File: src/verilog/rps_pkg.sv
// Constants and types for the remappable output pin select block
package rps_pkg;

    // Geometry
    localparam int FIELD_W = 6;
    localparam int NUM_PAIRS = 5;
    localparam int NUM_PINS = 10;
    localparam int FIRST_PIN = 6;
    localparam int NUM_FUNCS = 64;
    localparam int PIN15_PAIR = 4;

    // Register byte offsets inside the block
    localparam int OFF_W = 8;
    localparam logic [7:0] OFF_SEL_6_7 = 8'h00;
    localparam logic [7:0] OFF_SEL_8_9 = 8'h04;
    localparam logic [7:0] OFF_SEL_10_11 = 8'h08;
    localparam logic [7:0] OFF_SEL_12_13 = 8'h0C;
    localparam logic [7:0] OFF_SEL_14_15 = 8'h10;

    // Field positions and values
    localparam int HI_LSB = 8;
    localparam int HI_MSB = 13;
    localparam int LO_LSB = 0;
    localparam int LO_MSB = 5;
    localparam logic [15:0] REG_RESET = 16'h0000;
    localparam logic [5:0] FUNC_NONE = 6'h00;

    // Bus encodings
    localparam logic [1:0] HTRANS_NONSEQ = 2'h2;
    localparam logic [2:0] HSIZE_BYTE = 3'h0;
    localparam logic [2:0] HSIZE_HALF = 3'h1;
    localparam logic [1:0] HRESP_OKAY = 2'h0;

    // Pair of function fields held by one register
    typedef struct packed {
        logic [FIELD_W-1:0] hi;
        logic [FIELD_W-1:0] lo;
    } rps_pair_t;

    // Captured address phase
    typedef struct packed {
        logic valid;
        logic write;
        logic hit;
        logic [2:0] idx;
        logic [3:0] strb;
    } rps_aph_t;

endpackage : rps_pkg

File: src/verilog/rps_top.sv
// Output pin select registers on AHB-Lite with the per-pin routing
//
// The AHB-Lite slave port and the register offsets were chosen for this implementation.
`timescale 1ns/100ps
`default_nettype none
module rps_top #(
    parameter bit SMALL_PACKAGE = 1'b0,
    parameter int FUNCS = rps_pkg::NUM_FUNCS
) (
    // Clock and reset
    input wire logic hclk,
    input wire logic hresetn,
    // AHB-Lite slave
    input wire logic hsel,
    input wire logic [31:0] haddr,
    input wire logic [1:0] htrans,
    input wire logic hwrite,
    input wire logic [2:0] hsize,
    input wire logic [31:0] hwdata,
    input wire logic hready,
    output logic hreadyout,
    output logic [1:0] hresp,
    output logic [31:0] hrdata,
    // Peripheral outputs, indexed by function number
    input wire logic [FUNCS-1:0] periph_data,
    input wire logic [FUNCS-1:0] periph_oe,
    // Ordinary port function of pins six to fifteen
    input wire logic [rps_pkg::NUM_PINS-1:0] port_data,
    input wire logic [rps_pkg::NUM_PINS-1:0] port_oe,
    // Pins six to fifteen, bit 0 is pin six
    output logic [rps_pkg::NUM_PINS-1:0] pin_out,
    output logic [rps_pkg::NUM_PINS-1:0] pin_oe,
    output logic [rps_pkg::NUM_PINS-1:0] pin_remapped
);

    if (FUNCS > (1 << rps_pkg::FIELD_W) || FUNCS < 2) begin : g_chk
        $error("rps_top: FUNCS does not fit the select field");
    end

    rps_pkg::rps_aph_t aph_ff;
    rps_pkg::rps_aph_t nxt_aph;
    rps_pkg::rps_pair_t [rps_pkg::NUM_PAIRS-1:0] sel_ff;
    rps_pkg::rps_pair_t [rps_pkg::NUM_PAIRS-1:0] nxt_sel;
    logic hreadyout_ff;
    logic [1:0] hresp_ff;
    logic [31:0] hrdata_ff;
    logic [31:0] nxt_rdata;
    logic [rps_pkg::OFF_W-1:0] off;
    logic take;

    // Address phase decode
    always_comb begin
        off = haddr[rps_pkg::OFF_W-1:0];
        take = hsel && hready && (htrans == rps_pkg::HTRANS_NONSEQ
            || htrans == 2'h3);
        nxt_aph.valid = take;
        nxt_aph.write = hwrite;
        nxt_aph.idx = off[4:2];
        nxt_aph.hit = 1'b0;
        case (off)
            rps_pkg::OFF_SEL_6_7,
            rps_pkg::OFF_SEL_8_9,
            rps_pkg::OFF_SEL_10_11,
            rps_pkg::OFF_SEL_12_13,
            rps_pkg::OFF_SEL_14_15: begin
                nxt_aph.hit = 1'b1;
            end
            default: begin
                nxt_aph.hit = 1'b0;
            end
        endcase
        case (hsize)
            rps_pkg::HSIZE_BYTE: begin
                nxt_aph.strb = 4'h1 << haddr[1:0];
            end
            rps_pkg::HSIZE_HALF: begin
                nxt_aph.strb = haddr[1] ? 4'hC : 4'h3;
            end
            default: begin
                nxt_aph.strb = 4'hF;
            end
        endcase
    end

    always_ff @(posedge hclk or negedge hresetn) begin
        if (!hresetn) begin
            aph_ff <= '0;
        end else if (hready) begin
            aph_ff <= nxt_aph;
        end
    end

    // Data phase write into the select fields
    always_comb begin
        nxt_sel = sel_ff;
        if (aph_ff.valid && aph_ff.write && aph_ff.hit) begin
            if (aph_ff.strb[1]) begin
                nxt_sel[aph_ff.idx].hi =
                    hwdata[rps_pkg::HI_MSB:rps_pkg::HI_LSB];
            end
            if (aph_ff.strb[0]) begin
                nxt_sel[aph_ff.idx].lo =
                    hwdata[rps_pkg::LO_MSB:rps_pkg::LO_LSB];
            end
        end
        if (SMALL_PACKAGE) begin
            nxt_sel[rps_pkg::PIN15_PAIR].hi = rps_pkg::FUNC_NONE;
        end
    end

    always_ff @(posedge hclk or negedge hresetn) begin
        if (!hresetn) begin
            sel_ff <= {rps_pkg::NUM_PAIRS{
                rps_pkg::REG_RESET[rps_pkg::HI_MSB:rps_pkg::HI_LSB],
                rps_pkg::REG_RESET[rps_pkg::LO_MSB:rps_pkg::LO_LSB]}};
        end else begin
            sel_ff <= nxt_sel;
        end
    end

    // Read data; built from the next field values so a read right after
    // a write to the same register sees the new value
    always_comb begin
        nxt_rdata = 32'h0000_0000;
        if (take && !hwrite && nxt_aph.hit) begin
            nxt_rdata[rps_pkg::HI_MSB:rps_pkg::HI_LSB] =
                nxt_sel[nxt_aph.idx].hi;
            nxt_rdata[rps_pkg::LO_MSB:rps_pkg::LO_LSB] =
                nxt_sel[nxt_aph.idx].lo;
            nxt_rdata[15:14] = 2'h0;
            nxt_rdata[7:6] = 2'h0;
        end
    end

    always_ff @(posedge hclk or negedge hresetn) begin
        if (!hresetn) begin
            hrdata_ff <= 32'h0000_0000;
        end else if (hready) begin
            hrdata_ff <= nxt_rdata;
        end
    end

    // Zero wait state, always OKAY
    always_ff @(posedge hclk or negedge hresetn) begin
        if (!hresetn) begin
            hreadyout_ff <= 1'b1;
            hresp_ff <= rps_pkg::HRESP_OKAY;
        end else begin
            hreadyout_ff <= 1'b1;
            hresp_ff <= rps_pkg::HRESP_OKAY;
        end
    end

    assign hreadyout = hreadyout_ff;
    assign hresp = hresp_ff;
    assign hrdata = hrdata_ff;

    // Per-pin routing; even pin from the low field, odd pin from the high
    for (genvar p = 0; p < rps_pkg::NUM_PINS; p++) begin : g_pin
        logic [rps_pkg::FIELD_W-1:0] sel_p;
        if (p % 2 == 0) begin : g_even
            assign sel_p = sel_ff[p/2].lo;
        end else begin : g_odd
            assign sel_p = sel_ff[p/2].hi;
        end
        rps_pin_mux #(
            .FUNCS(FUNCS),
            .SEL_W(rps_pkg::FIELD_W)
        ) u_mux (
            .hclk(hclk),
            .hresetn(hresetn),
            .sel(sel_p),
            .periph_data(periph_data),
            .periph_oe(periph_oe),
            .port_data(port_data[p]),
            .port_oe(port_oe[p]),
            .pin_out_ff(pin_out[p]),
            .pin_oe_ff(pin_oe[p]),
            .remapped_ff(pin_remapped[p])
        );
    end

endmodule : rps_top
`default_nettype wire

File: src/verilog/rps_pin_mux.sv
// One remappable pin: picks its peripheral output or falls back to the port
`timescale 1ns/100ps
`default_nettype none
module rps_pin_mux #(
    parameter int FUNCS = 64,
    parameter int SEL_W = 6
) (
    // Clock and reset
    input wire logic hclk,
    input wire logic hresetn,
    // Selection
    input wire logic [SEL_W-1:0] sel,
    // Peripheral outputs
    input wire logic [FUNCS-1:0] periph_data,
    input wire logic [FUNCS-1:0] periph_oe,
    // Ordinary port function
    input wire logic port_data,
    input wire logic port_oe,
    // Pin
    output logic pin_out_ff,
    output logic pin_oe_ff,
    output logic remapped_ff
);

    if (FUNCS > (1 << SEL_W) || FUNCS < 2) begin : g_chk
        $error("rps_pin_mux: FUNCS does not fit SEL_W");
    end

    logic active;
    logic nxt_out;
    logic nxt_oe;

    always_comb begin
        active = (sel != '0) && (int'(sel) < FUNCS);
        if (active) begin
            nxt_out = periph_data[sel];
            nxt_oe = periph_oe[sel];
        end else begin
            nxt_out = port_data;
            nxt_oe = port_oe;
        end
    end

    always_ff @(posedge hclk or negedge hresetn) begin
        if (!hresetn) begin
            pin_out_ff <= 1'b0;
            pin_oe_ff <= 1'b0;
            remapped_ff <= 1'b0;
        end else begin
            pin_out_ff <= nxt_out;
            pin_oe_ff <= nxt_oe;
            remapped_ff <= active;
        end
    end

endmodule : rps_pin_mux
`default_nettype wire

File: config.mk
export PLATFORM = sky130hd
export DESIGN_NAME = rps_top
export DESIGN_NICKNAME = d
export VERILOG_FILES = /design/src/verilog/rps_pkg.sv /design/src/verilog/rps_top.sv /design/src/verilog/rps_pin_mux.sv
export SDC_FILE = /design/constraint.sdc
export NUM_CORES = 1
export LEC_CHECK = 0
export BUFFER_PORTS_ARGS = -buffer_cell sky130_fd_sc_hd__buf_2
export CAP_MARGIN = 20
export CORE_MARGIN = 4
export CORE_UTILIZATION = 40
export DETAILED_ROUTE_END_ITERATION = 10
export PLACE_DENSITY_LB_ADDON = 0.1
export SLEW_MARGIN = 40
export SYNTH_ARGS = -nofsm -noshare
export SYNTH_HDL_FRONTEND = slang
export SYNTH_HIERARCHICAL = 1
export SYNTH_SLANG_ARGS = --single-unit
File: constraint.sdc
create_clock -name hclk -period 6 [get_ports hclk]
set_clock_uncertainty 0.15 [all_clocks]
set_input_delay 0.6 -clock hclk [delete_from_list [all_inputs] [get_ports hclk]]
set_output_delay 0.6 -clock hclk [all_outputs]
set_load 0.05 [all_outputs]
# Word-level counts from Yosys, hierarchy flattened

Cells that the tools add are included.

Output and inout bits: 65
Register bits: 114
Input port bits: 222

Shift operators: 1
Mux-type cells: 76
Magnitude comparators: 13
Reductions and logical operators: 22
Equality and inequality tests: 7

Operator list:

| operator                                                              | number |
|---|---|
| 60-bit two-way mux                                                    | 4 |
| 1-bit binary-select mux with 6-bit select                             | 20 |
| 60-bit bitwise mux                                                    | 2 |
| 12-bit demux with 3-bit select                                        | 2 |
| 6-bit by 7-bit < comparator with 1-bit output, second input constant  | 10 |
| 6-bit nonzero test                                                    | 10 |
| 1-bit two-way mux                                                     | 41 |
| 12-bit binary-select mux with 3-bit select                            | 1 |
| 12-bit two-way mux                                                    | 2 |
| 8-bit by 4-bit equality test with 1-bit output, second input constant | 2 |
| 14-bit two-way mux                                                    | 1 |
| 8-bit by 3-bit equality test with 1-bit output, second input constant | 1 |
| 8-bit by 5-bit equality test with 1-bit output, second input constant | 1 |
| 8-bit logical NOT                                                     | 1 |
| 3-bit by 4-bit < comparator with 1-bit output, second input constant  | 2 |
| 1-bit logical AND                                                     | 7 |
| 6-bit two-way mux                                                     | 1 |
| 5-bit OR reduction                                                    | 1 |
| 2-bit equality test, second input constant                            | 2 |
| 2-bit case mux with 2 select lines                                    | 1 |
| 3-bit by 1-bit equality test with 1-bit output, second input constant | 1 |
| 3-bit by 1-bit >= comparator with 1-bit output, second input constant | 1 |
| 3-bit logical NOT                                                     | 1 |
| 2-bit two-way mux                                                     | 1 |
| 3 further kinds                                                       | 3 |

# Depth between registers and ports, before layout

Gate-level depths: netlist of run 1.

Depth in word-level cells: 13
Depth in mapped cells: 7
Mapped depth without buffers: 5

# Modules after synthesis

The synthesis of run 1 kept the hierarchy.

Modules (own cells, without submodules):

| module      | instances | area each (sq um) | sequential area each (sq um) | cells each |
|---|---|---|---|---|
| rps_pin_mux | 10        | 1,234.9           | 75.1                         | 102 |
| rps_top     | 1         | 3,950.0           | 2,001.9                      | 335 |

# Worst setup path after synthesis of run 1

No wires, ideal clock.

Path type: input -> register
Start: input port haddr[0]
End: register hrdata_ff[1] (netlist: hrdata[1])
Data required time: 5,767 ps
Cell stages on the path: 6
Path buffers: 1
Setup slack: 3,482 ps
Data arrival time: 2,286 ps
Cell sequence: or4_1 > or3_4 > or4_4 > buf_6 > a2bb2oi_1 > o21ai_0

Longest elaborated chain between the ends: 5

RTL lines:

| item                                                                         | line           | source |
|---|---|---|
| start: declaration                                                           | rps_top.sv:15  | `input wire logic [31:0] haddr,` |
| 8-bit by 3-bit equality test with 1-bit output, or another cell as far along | rps_top.sv:60  | `case (off)` |
| 5-bit OR reduction (*)                                                       | rps_top.sv:60  |  |
| 1-bit two-way mux (*)                                                        | rps_top.sv:60  |  |
| 1-bit logical AND (*)                                                        | rps_top.sv:125 | `if (take && !hwrite && nxt_aph.hit) begin` |
| 14-bit two-way mux (*)                                                       | rps_top.sv:125 |  |
| end signal: assignment                                                       | rps_top.sv:139 | `hrdata_ff <= nxt_rdata;` |
| end: declaration                                                             | rps_top.sv:46  | `logic [31:0] hrdata_ff;` |

Mark *: on every way between the ends. The rest lies on a longest branch, timed or not.
A chain may end at the register's enable or synchronous reset.

# Worst setup path after layout of run 1

Start: register sel_ff (netlist bit g_pin[8].sel_p[0])
End: register g_pin[8].u_mux.pin_out_ff

Longest elaborated chain between the ends: 3

RTL lines:

| item                                      | line              | source |
|---|---|---|
| start: declaration                        | rps_top.sv:42     | `rps_pkg::rps_pair_t [rps_pkg::NUM_PAIRS-1:0] sel_ff;` |
| start signal: assignment                  | rps_top.sv:113    | `sel_ff <= {rps_pkg::NUM_PAIRS{` |
| start signal: assignment                  | rps_top.sv:117    | `sel_ff <= nxt_sel;` |
| 1-bit binary-select mux with 6-bit select | rps_pin_mux.sv:36 | `nxt_out = periph_data[sel];` |
| 1-bit two-way mux (implied by the code)   | rps_pin_mux.sv:36 |  |
| 1-bit two-way mux (*)                     | rps_pin_mux.sv:35 | `if (active) begin` |
| net g_pin[8].u_mux.nxt_out                | rps_pin_mux.sv:30 | `logic nxt_out;` |
| end signal: assignment                    | rps_pin_mux.sv:50 | `pin_out_ff <= nxt_out;` |
| end: declaration                          | rps_pin_mux.sv:20 | `output logic pin_out_ff,` |

The timed path passes the listed nets; every way through them passes the cells marked *. The select of a mux whose other input is x is not followed.

==> flow_metrics.env, run 1 <==
export IMPL_final_nets=1690
export IMPL_layoutNonFillerInstCount=2015
export IMPL_ys_top_cells_by_area="mux4_2 (32%), dfrtp_1 (17%), mux4_1 (11%)"
export IMPL_final_setup_tns_ns=0
export IMPL_cp_end_kind="register"
export IMPL_final_antenna_net_count=0
export IMPL_synthCells=1355
export IMPL_synthMuxAreaShare=0.529
export IMPL_syn_cell_area_um2=16300
export IMPL_postLayoutCellArea_um2=17500
export IMPL_grt_pass1_wl_um=99300
export IMPL_layout_cells_most_common_list="mux4_2 (230), buf_2 (217), dfrtp_1 (93)"
export IMPL_antenna_found_initial=15
export IMPL_synth_edf_count=0
export IMPL_dp_slack_ns=2.96
export IMPL_cts_buffer_depth=2
export IMPL_clk_pin_slew_ns=0.08
export IMPL_tightest_slew_ns=0.859
export IMPL_critical_path_class="register to register"
export IMPL_cts_tree="yes"
export IMPL_area_growth_pct=7.28
export IMPL_ctsResizeCount=0
export IMPL_ys_types=57
export IMPL_synth_top_family_by_area="multiplexers"
export IMPL_core_area_um2=40000
export IMPL_viasPerCell=7.18
export IMPL_whs_ns=0.0734
export IMPL_synth_fa_ha_area_frac=0
export IMPL_row_count=73
export IMPL_period_share=0.514
export IMPL_syn_area_per_cell_um2=12.0
export IMPL_total_leakage_power_nw=6.72
export IMPL_critPathArrivalTime_ns=3.18
export IMPL_ys_flop_type="dfrtp_1"
export IMPL_layout_drive_gt1_share=0.406
export IMPL_slew_headroom=0.427
export IMPL_n_fill_cell=3861
export IMPL_synth_top_area_cell="mux4_2"
export IMPL_final_core_util=0.437
export IMPL_yosys_warnings=6
export IMPL_yosys_area_share_simple=0.114
export IMPL_die_area_um2=44000
export IMPL_cp_start_kind="register"
export IMPL_cts_setup_buffers=0
export IMPL_io_pins=287
export IMPL_cts_max_level=3
export IMPL_power_mw=2.64
export IMPL_synth_xor_area_share=0.000537
export IMPL_ir_drop_uv=128
export IMPL_synth_compound_area_frac=0.108
export IMPL_placed_cells=1982
export IMPL_finalSetupViolCount=0
export IMPL_status="completed"
export IMPL_postCtsHoldBufs=0
export IMPL_drcViolationCount=0
export IMPL_clock_latency_ns=0.37
export IMPL_placedInstanceArea_um2=17100
export IMPL_cp_max_fo=19
export IMPL_fin_ws_ns=2.91
export IMPL_cts_root_buf="clkbuf_16"
export IMPL_yosysSeqAreaShare=0.169
export IMPL_overflow=0
export IMPL_initial_core_util=0.407
export IMPL_wirelength_um=68200
export IMPL_num_vias=14500
export IMPL_grt_max_degree=66
export IMPL_hpwlAfterDp_um=51900
export IMPL_final_min_clock_period_ns=3.09
export IMPL_final_common_cell="mux4_2"
export IMPL_drt_first_pass_iters=5
export IMPL_worstPathRequired_ns=6.09
export IMPL_cap_violations=0
export IMPL_min_path_type="input pin to asynchronous set/reset pin"
export IMPL_p_per_area_nw_per_um2=151
export IMPL_cts_made_buffers=9
export IMPL_drtIter0Drc=1783
export IMPL_grt_util_all_layers=0.304
export IMPL_die_w_um=210
export IMPL_port_buffers=218
export IMPL_wl_per_cell_um=33.9
export IMPL_synth_top_area_frac=0.318
export IMPL_finalHoldViolCount=0
export IMPL_maxSlewViolCount=0
export IMPL_rsz0062_at_grt="false"
export IMPL_grt_pass1_vias=13900
export IMPL_fmax_mhz=324
export IMPL_cts_sink_count=110
export IMPL_multi_input_area_um2=12300
export IMPL_async_reset_ff_frac=1.00
export IMPL_gp_congestion=0.979
export IMPL_final_seq_area_um2=2780
export IMPL_synth_seq_cells=110
export IMPL_die_h_um=210
==> cells in the mapped netlist (all sizes together) (2+ instances only) <==
master,instances
mux4,300
buf,126
dfrtp,110
mux2i,81
nand2,80
mux2,71
nor2,58
nand3,56
nor2b,52
a22oi,47
o21ai,45
a31oi,42
clkbuf,34
nor3,34
inv,28
a21oi,21
o22ai,20
o221ai,16
or3,12
nand2b,11
nor3b,11
or2,11
a2111oi,10
o311ai,10
or4b,10
a2bb2oi,7
a21o,6
and3,6
o2bb2ai,6
o311a,6
o221a,5
o22a,5
and4,2
conb,2
or4,2
==> kinds of logic (layout without fill, tap and decap cells) <==
group | after synthesis | count (layout)
simple gates | 351 | 351
compound gates | 251 | 251
xor+xnor | 1 | 1
mux | 452 | 452
flops | 110 | 110
other cells | 2 | 40
buf+inv | 188 | 285
==> where the power goes <==
group          switching (mW)  internal [mW]  leakage [nW]
logic                   0.659          0.495          5.29
registers              0.0926          0.784          1.29
clock network           0.308          0.301         0.143
total                    1.06           1.58          6.72
==> worst max-delay path: stages, from the launching register on <==
cell and delay [ns]:
dfrtp_2 0.71, buf_4 0.46, mux4_1 0.60, mux2i_1 0.51
o22ai_1 0.20, nor3b_2 0.20, o22ai_1 0.10
==> flip-flops by register name, summed over array words and instances, names as in the netlist <==
signal and flops:
g_pin.u_mux/pin_out_ff 10, g_pin.u_mux/remapped_ff 10, g_pin.u_mux/pin_oe_ff 10, g_pin.sel_p 60
aph_ff 8, hrdata 12
==> final cells by class <==
cell class | instances | area share
diodes | 17 | 0.00243
clock buffers | 10 | 0.0137
clock inverters | 6 | 0.00301
inverters | 28 | 0.00601
multi-input cells | 1078 | 0.706
flip-flops and latches | 110 | 0.159
well taps | 525 | 0.0376
repair buffers | 241 | 0.0726
==> worst paths after layout <==
path	from	endpoint	slack [ns]	cells after the start
setup / recovery	g_pin[8].sel_p[0]	g_pin[8].u_mux/pin_out_ff	2.91	6
hold / removal	hresetn	g_pin[2].u_mux/pin_out_ff	0.07	1
setup reg to reg	g_pin[8].sel_p[0]	g_pin[8].u_mux/pin_out_ff	2.91	6
hold reg to reg	hrdata[5]	hrdata[5]	0.36	2
max in group asynchronous	hresetn	g_pin[9].sel_p[0]	4.52	2
min in group hclk	hwrite	aph_ff[8]	0.33	2
==> layer usage <==
layer	vias up	GRT usage	routed length, µm
met4	0	0.113	2630
met5	-	0.00445	0
li1	5898	-	-
met1	7500	0.449	27700
met2	965	0.449	30600
met3	110	0.0531	7360
No activity file was read; power rests on OpenSTA's default activity.
==> inputs of run 2 (changes only) <==
clock period = 3.2 ns   (was 6 ns; I/O delays follow)
==> flow_metrics.env, run 2 (synthesis gave the netlist of run 1 again) <==
export IMPL_status="completed"
export IMPL_antennaDiodeCount=0
export IMPL_die_area_um2=44000
export IMPL_clk_pin_slew_ns=0.08
export IMPL_final_antenna_net_count=0
export IMPL_final_min_clock_period_ns=2.60
export IMPL_worstPathRequired_ns=3.29
export IMPL_grt_pass1_vias=14100
export IMPL_wl_per_cell_um=33.7
export IMPL_final_nets=1725
export IMPL_cts_sink_count=110
export IMPL_wirelength_um=68500
export IMPL_cp_max_fo=21
export IMPL_final_common_cell="mux4_2"
export IMPL_grt_max_degree=97
export IMPL_whs_ns=0.0458
export IMPL_worstRegToRegCells=5
export IMPL_core_area_um2=40000
export IMPL_gp_congestion=0.996
export IMPL_ff2ff_setup_slack_ns=0.60
export IMPL_p_per_area_nw_per_um2=284
export IMPL_critical_path_class="register to register"
export IMPL_tightest_slew_ns=0.833
export IMPL_final_setup_tns_ns=0
export IMPL_fmax_mhz=385
export IMPL_drcViolationCount=0
export IMPL_die_h_um=210
export IMPL_num_vias=14500
export IMPL_dp_slack_ns=0.592
export IMPL_startpoint="g_pin[2].sel_p[0]"
export IMPL_initial_core_util=0.407
export IMPL_cts_root_buf="clkbuf_16"
export IMPL_period_share=0.812
export IMPL_cp_end_kind="register"
export IMPL_largest_reg_flops=60
export IMPL_die_w_um=210
export IMPL_layout_drive_gt1_share=0.416
export IMPL_drtIter0Drc=1920
export IMPL_total_leakage_power_nw=6.93
export IMPL_row_count=73
export IMPL_ctsResizeCount=0
export IMPL_antenna_found_initial=1
export IMPL_cts_max_level=3
export IMPL_power_mw=5.05
export IMPL_area_growth_pct=9.27
export IMPL_cts_made_buffers=9
export IMPL_port_buffers=218
export IMPL_cp_start_kind="register"
export IMPL_cts_buffer_depth=2
export IMPL_finalSetupViolCount=0
export IMPL_endpoint="g_pin[2].u_mux/pin_out_ff"
export IMPL_io_pins=287
export IMPL_critPathArrivalTime_ns=2.69
export IMPL_cap_violations=0
export IMPL_layoutNonFillerInstCount=2033
export IMPL_min_path_type="input pin to register"
export IMPL_whs_path_depth=2
export IMPL_grt_pass1_wl_um=98700
export IMPL_clock_latency_ns=0.37
export IMPL_hpwlAfterDp_um=53800
export IMPL_overflow=0
export IMPL_grt_util_all_layers=0.302
export IMPL_fin_ws_ns=0.602
export IMPL_rsz0062_at_grt="false"
export IMPL_crit_reg2reg_launch="g_pin[2].sel_p[0]"
export IMPL_drt_first_pass_iters=5
export IMPL_viasPerCell=7.12
export IMPL_maxSlewViolCount=0
export IMPL_ir_drop_uv=267
export IMPL_placed_cells=2016
export IMPL_finalHoldViolCount=0
export IMPL_layout_cells_most_common_list="mux4_2 (230), buf_2 (217), dfrtp_1 (96)"
export IMPL_slew_headroom=0.445
export IMPL_worstReg2RegEnd="g_pin[2].u_mux/pin_out_ff"
export IMPL_cts_tree="yes"
## run 2: cell types whose count changed in the layout (fill, tap and decap cells not counted), sizes merged
| cell | change |
|---|---|
| inv | -1 |
| dlygate4sd3 | +1 |
| diode | -17 |
| buf | +34 |
| bufinv | +1 |
## run 2: area by class of cell
class                           count  area, µm²
Fill cell                        3796      22200
Tap cell                          525        657
Timing Repair Buffer              276       1630
Multi-Input combinational cell   1078      12300
Clock buffer                       10        229
Inverter                           28        105
Sequential cell                   110       2770
Clock inverter                      6       77.6
## run 2: stage by stage
stage	instance area, µm²	util
2_1_floorplan	16400	-
3_3_place_gp	17500	0.437
3_5_place_dp	17500	0.437
4_1_cts	17800	0.445
5_1_grt	17800	0.445
6_report	17800	0.445
## run 2: power by group
part / switching [mW] / leakage, nW / internal (mW)
clock network: 0.574 / 0.147 / 0.623
registers: 0.175 / 1.29 / 1.47
logic: 1.24 / 5.49 / 0.966
## run 2: metal layers
metal | up-vias | share of wire | GRT usage
li1 | 5952 | - | -
met1 | 7460 | 0.41 | 0.437
met2 | 956 | 0.45 | 0.463
met3 | 112 | 0.10 | 0.0570
met4 | 2 | 0.037 | 0.0961
met5 | - | 0.00018 | 0
## run 2: worst min-delay path by stage
stage	start	end
CTS	hwrite	aph_ff[8]
detailed placement	hresetn	g_pin[2].u_mux/pin_out_ff
finish	hwrite	aph_ff[8]
floorplan	hresetn	aph_ff[0]
global placement	hresetn	g_pin[2].u_mux/pin_out_ff
global route	hwrite	aph_ff[8]
## run 2: critical path: stages (launching register included)
cell     delay, ns
dfrtp_2       0.83
mux4_1        0.65
mux2i_1       0.35
o22ai_1       0.17
nor3b_2       0.20
o22ai_1       0.10
## run 2: timing repair
item	4_1_cts	5_1_grt
hold buffers	1	0
buffers inserted	0	0
hold endpoints to repair	14	0
endpoints found under the setup margin	0	0
==> inputs of run 3 (changes only) <==
clock period = 2.3 ns   (was 3.2 ns; I/O delays follow)
==> flow_metrics.env, run 3 (synthesis gave the netlist of run 1 again) <==
export IMPL_core_area_um2=40000
export IMPL_cp_max_fo=12
export IMPL_p_clk_frac=0.222
export IMPL_placed_cells=2144
export IMPL_ir_drop_uv=373
export IMPL_final_nets=1890
export IMPL_grt_pass1_wl_um=108000
export IMPL_io_pins=287
export IMPL_power_switching_mw=3.01
export IMPL_die_area_um2=44000
export IMPL_slew_headroom=0.545
export IMPL_seqPwrFrac=0.292
export IMPL_p_comb_frac=0.487
export IMPL_drcViolationCount=0
export IMPL_drtIter0Drc=2509
export IMPL_p_int_mw=4.42
export IMPL_whs_path_depth=3
export IMPL_final_antenna_net_count=0
export IMPL_whs_ns=0.0165
export IMPL_clock_latency_ns=0.38
export IMPL_tightest_slew_ns=0.683
export IMPL_grt_max_degree=56
export IMPL_finalSetupViolCount=0
export IMPL_n_fill_cell=3744
export IMPL_cap_violations=0
export IMPL_cts_made_buffers=9
export IMPL_grt_util_all_layers=0.333
export IMPL_num_vias=15900
export IMPL_port_buffers=218
export IMPL_p_per_area_nw_per_um2=380
export IMPL_period_share=0.995
export IMPL_multi_input_area_um2=12400
export IMPL_worstReg2RegEnd="g_pin[8].u_mux/pin_oe_ff"
export IMPL_row_count=73
export IMPL_final_min_clock_period_ns=2.29
export IMPL_cp_start_kind="register"
export IMPL_critical_path_class="register to register"
export IMPL_cp_end_kind="register"
export IMPL_total_leakage_power_nw=7.84
export IMPL_min_path_type="input pin to register"
export IMPL_hpwlAfterDp_um=58600
export IMPL_grt_pass1_vias=15300
export IMPL_wl_per_cell_um=34.7
export IMPL_clk_pin_slew_ns=0.09
export IMPL_cts_tree="yes"
export IMPL_wirelength_um=76700
export IMPL_critPathArrivalTime_ns=2.38
export IMPL_status="completed"
export IMPL_p_sw_frac=0.405
export IMPL_cts_buffer_depth=2
export IMPL_final_seq_area_um2=2770
export IMPL_overflow=0
export IMPL_layout_drive_gt1_share=0.476
export IMPL_drt_first_pass_iters=7
export IMPL_layout_cells_most_common_list="mux4_2 (232), buf_2 (217), buf_4 (172)"
export IMPL_crit_reg2reg_launch="g_pin[8].sel_p[0]"
export IMPL_cts_root_buf="clkbuf_16"
export IMPL_layoutNonFillerInstCount=2208
export IMPL_largest_reg_flops=60
export IMPL_initial_core_util=0.407
export IMPL_die_h_um=210
export IMPL_finalHoldViolCount=0
export IMPL_antenna_found_initial=6
export IMPL_holdCritStartpoint="port_oe[4]"
export IMPL_cts_max_level=3
export IMPL_whs_endpoint="g_pin[4].u_mux/pin_oe_ff"
export IMPL_worstPathRequired_ns=2.39
export IMPL_area_growth_pct=19.9
export IMPL_worstRegToRegCells=7
export IMPL_viasPerCell=7.18
export IMPL_final_common_cell="mux4_2"
export IMPL_ff2ff_setup_slack_ns=0.01
export IMPL_rsz0062_at_grt="true"
export IMPL_die_w_um=210
export IMPL_fmax_mhz=437
export IMPL_cts_sink_count=110
export IMPL_maxSlewViolCount=0
export IMPL_gp_congestion=1.01
## run 3: changes by cell type in the layout (fill, tap and decap cells not counted), moves of 4 or more
| cell | previous run | this run |
|---|---|---|
| buf_4 | 50 | 172 |
| buf_12 | 8 | 25 |
| dlygate4sd3_1 | 1 | 18 |
| diode_2 | 0 | 10 |
| a22oi_1 | 47 | 42 |
| a22oi_2 | 0 | 5 |
| clkbuf_16 | 9 | 14 |
| mux2i_1 | 81 | 77 |
| mux2i_2 | 0 | 4 |
## run 3: worst max-delay path by stage
stage / start / to / slack [ns]
floorplan: haddr[0] / hrdata[1] / 0.15
global placement: haddr[0] / hrdata[1] / -0.05
detailed placement: haddr[0] / hrdata[8] / -0.05
CTS: g_pin[8].sel_p[0] / g_pin[8].u_mux/pin_out_ff / 0.02
global route: g_pin[8].sel_p[0] / g_pin[8].u_mux/pin_oe_ff / -0.03
finish: g_pin[8].sel_p[0] / g_pin[8].u_mux/pin_oe_ff / 0.01
## run 3: cell type report
type / count / area share
Antenna cell: 10 / 0.00128
Clock buffer: 9 / 0.0115
Clock inverter: 7 / 0.00397
Inverter: 28 / 0.00538
Multi-Input combinational cell: 1078 / 0.636
Sequential cell: 110 / 0.142
Tap cell: 525 / 0.0336
Timing Repair Buffer: 441 / 0.166
## run 3: repair_timing
action,4_1_cts,5_1_grt
gates resized for setup,1,28
setup buffers,0,14
pin swaps,1,5
gates cloned,1,5
endpoints found under the hold margin,45,0
hold buffers,18,0
setup endpoints to repair,1,15
## run 3: power by group through the flow
stage          Sequential [mW]  Combinational (mW)  Clock, mW
2_1_floorplan             2.34                1.91          0
3_3_place_gp              2.19                3.39          0
3_5_place_dp              2.19                3.40          0
4_1_cts                   2.16                3.45       1.69
5_1_grt                   2.18                3.76       1.76
6_report                  2.17                3.61       1.65
## run 3: worst max-delay path, cell delays in order (launching register included)
cell and delay (ns):
dfrtp_2 0.48, buf_12 0.19, mux4_2 0.53, a22oi_2 0.23
a31oi_2 0.16, nor3_2 0.19, buf_4 0.14, a21oi_1 0.07
## run 3: through the flow
stage	setup WS, ns	setup TNS (ns)	utilization	cell area (µm²)	power, mW
finish	0.0110	0	0.488	19500	7.43
global route	-0.0345	-0.0345	0.488	19500	7.69
CTS	0.0153	0	0.479	19200	7.30
detailed placement	-0.0513	-0.399	0.466	18600	5.60
global placement	-0.0508	-0.395	0.466	18600	5.58
floorplan	0.152	0	-	16400	4.25
## run 3: layer usage
metal | track usage | up-vias | part of all wire
li1 | - | 6300 | -
met2 | 0.508 | 1237 | 0.46
met1 | 0.479 | 8157 | 0.39
met3 | 0.0653 | 164 | 0.11
met4 | 0.115 | 0 | 0.041
met5 | 0 | - | 0
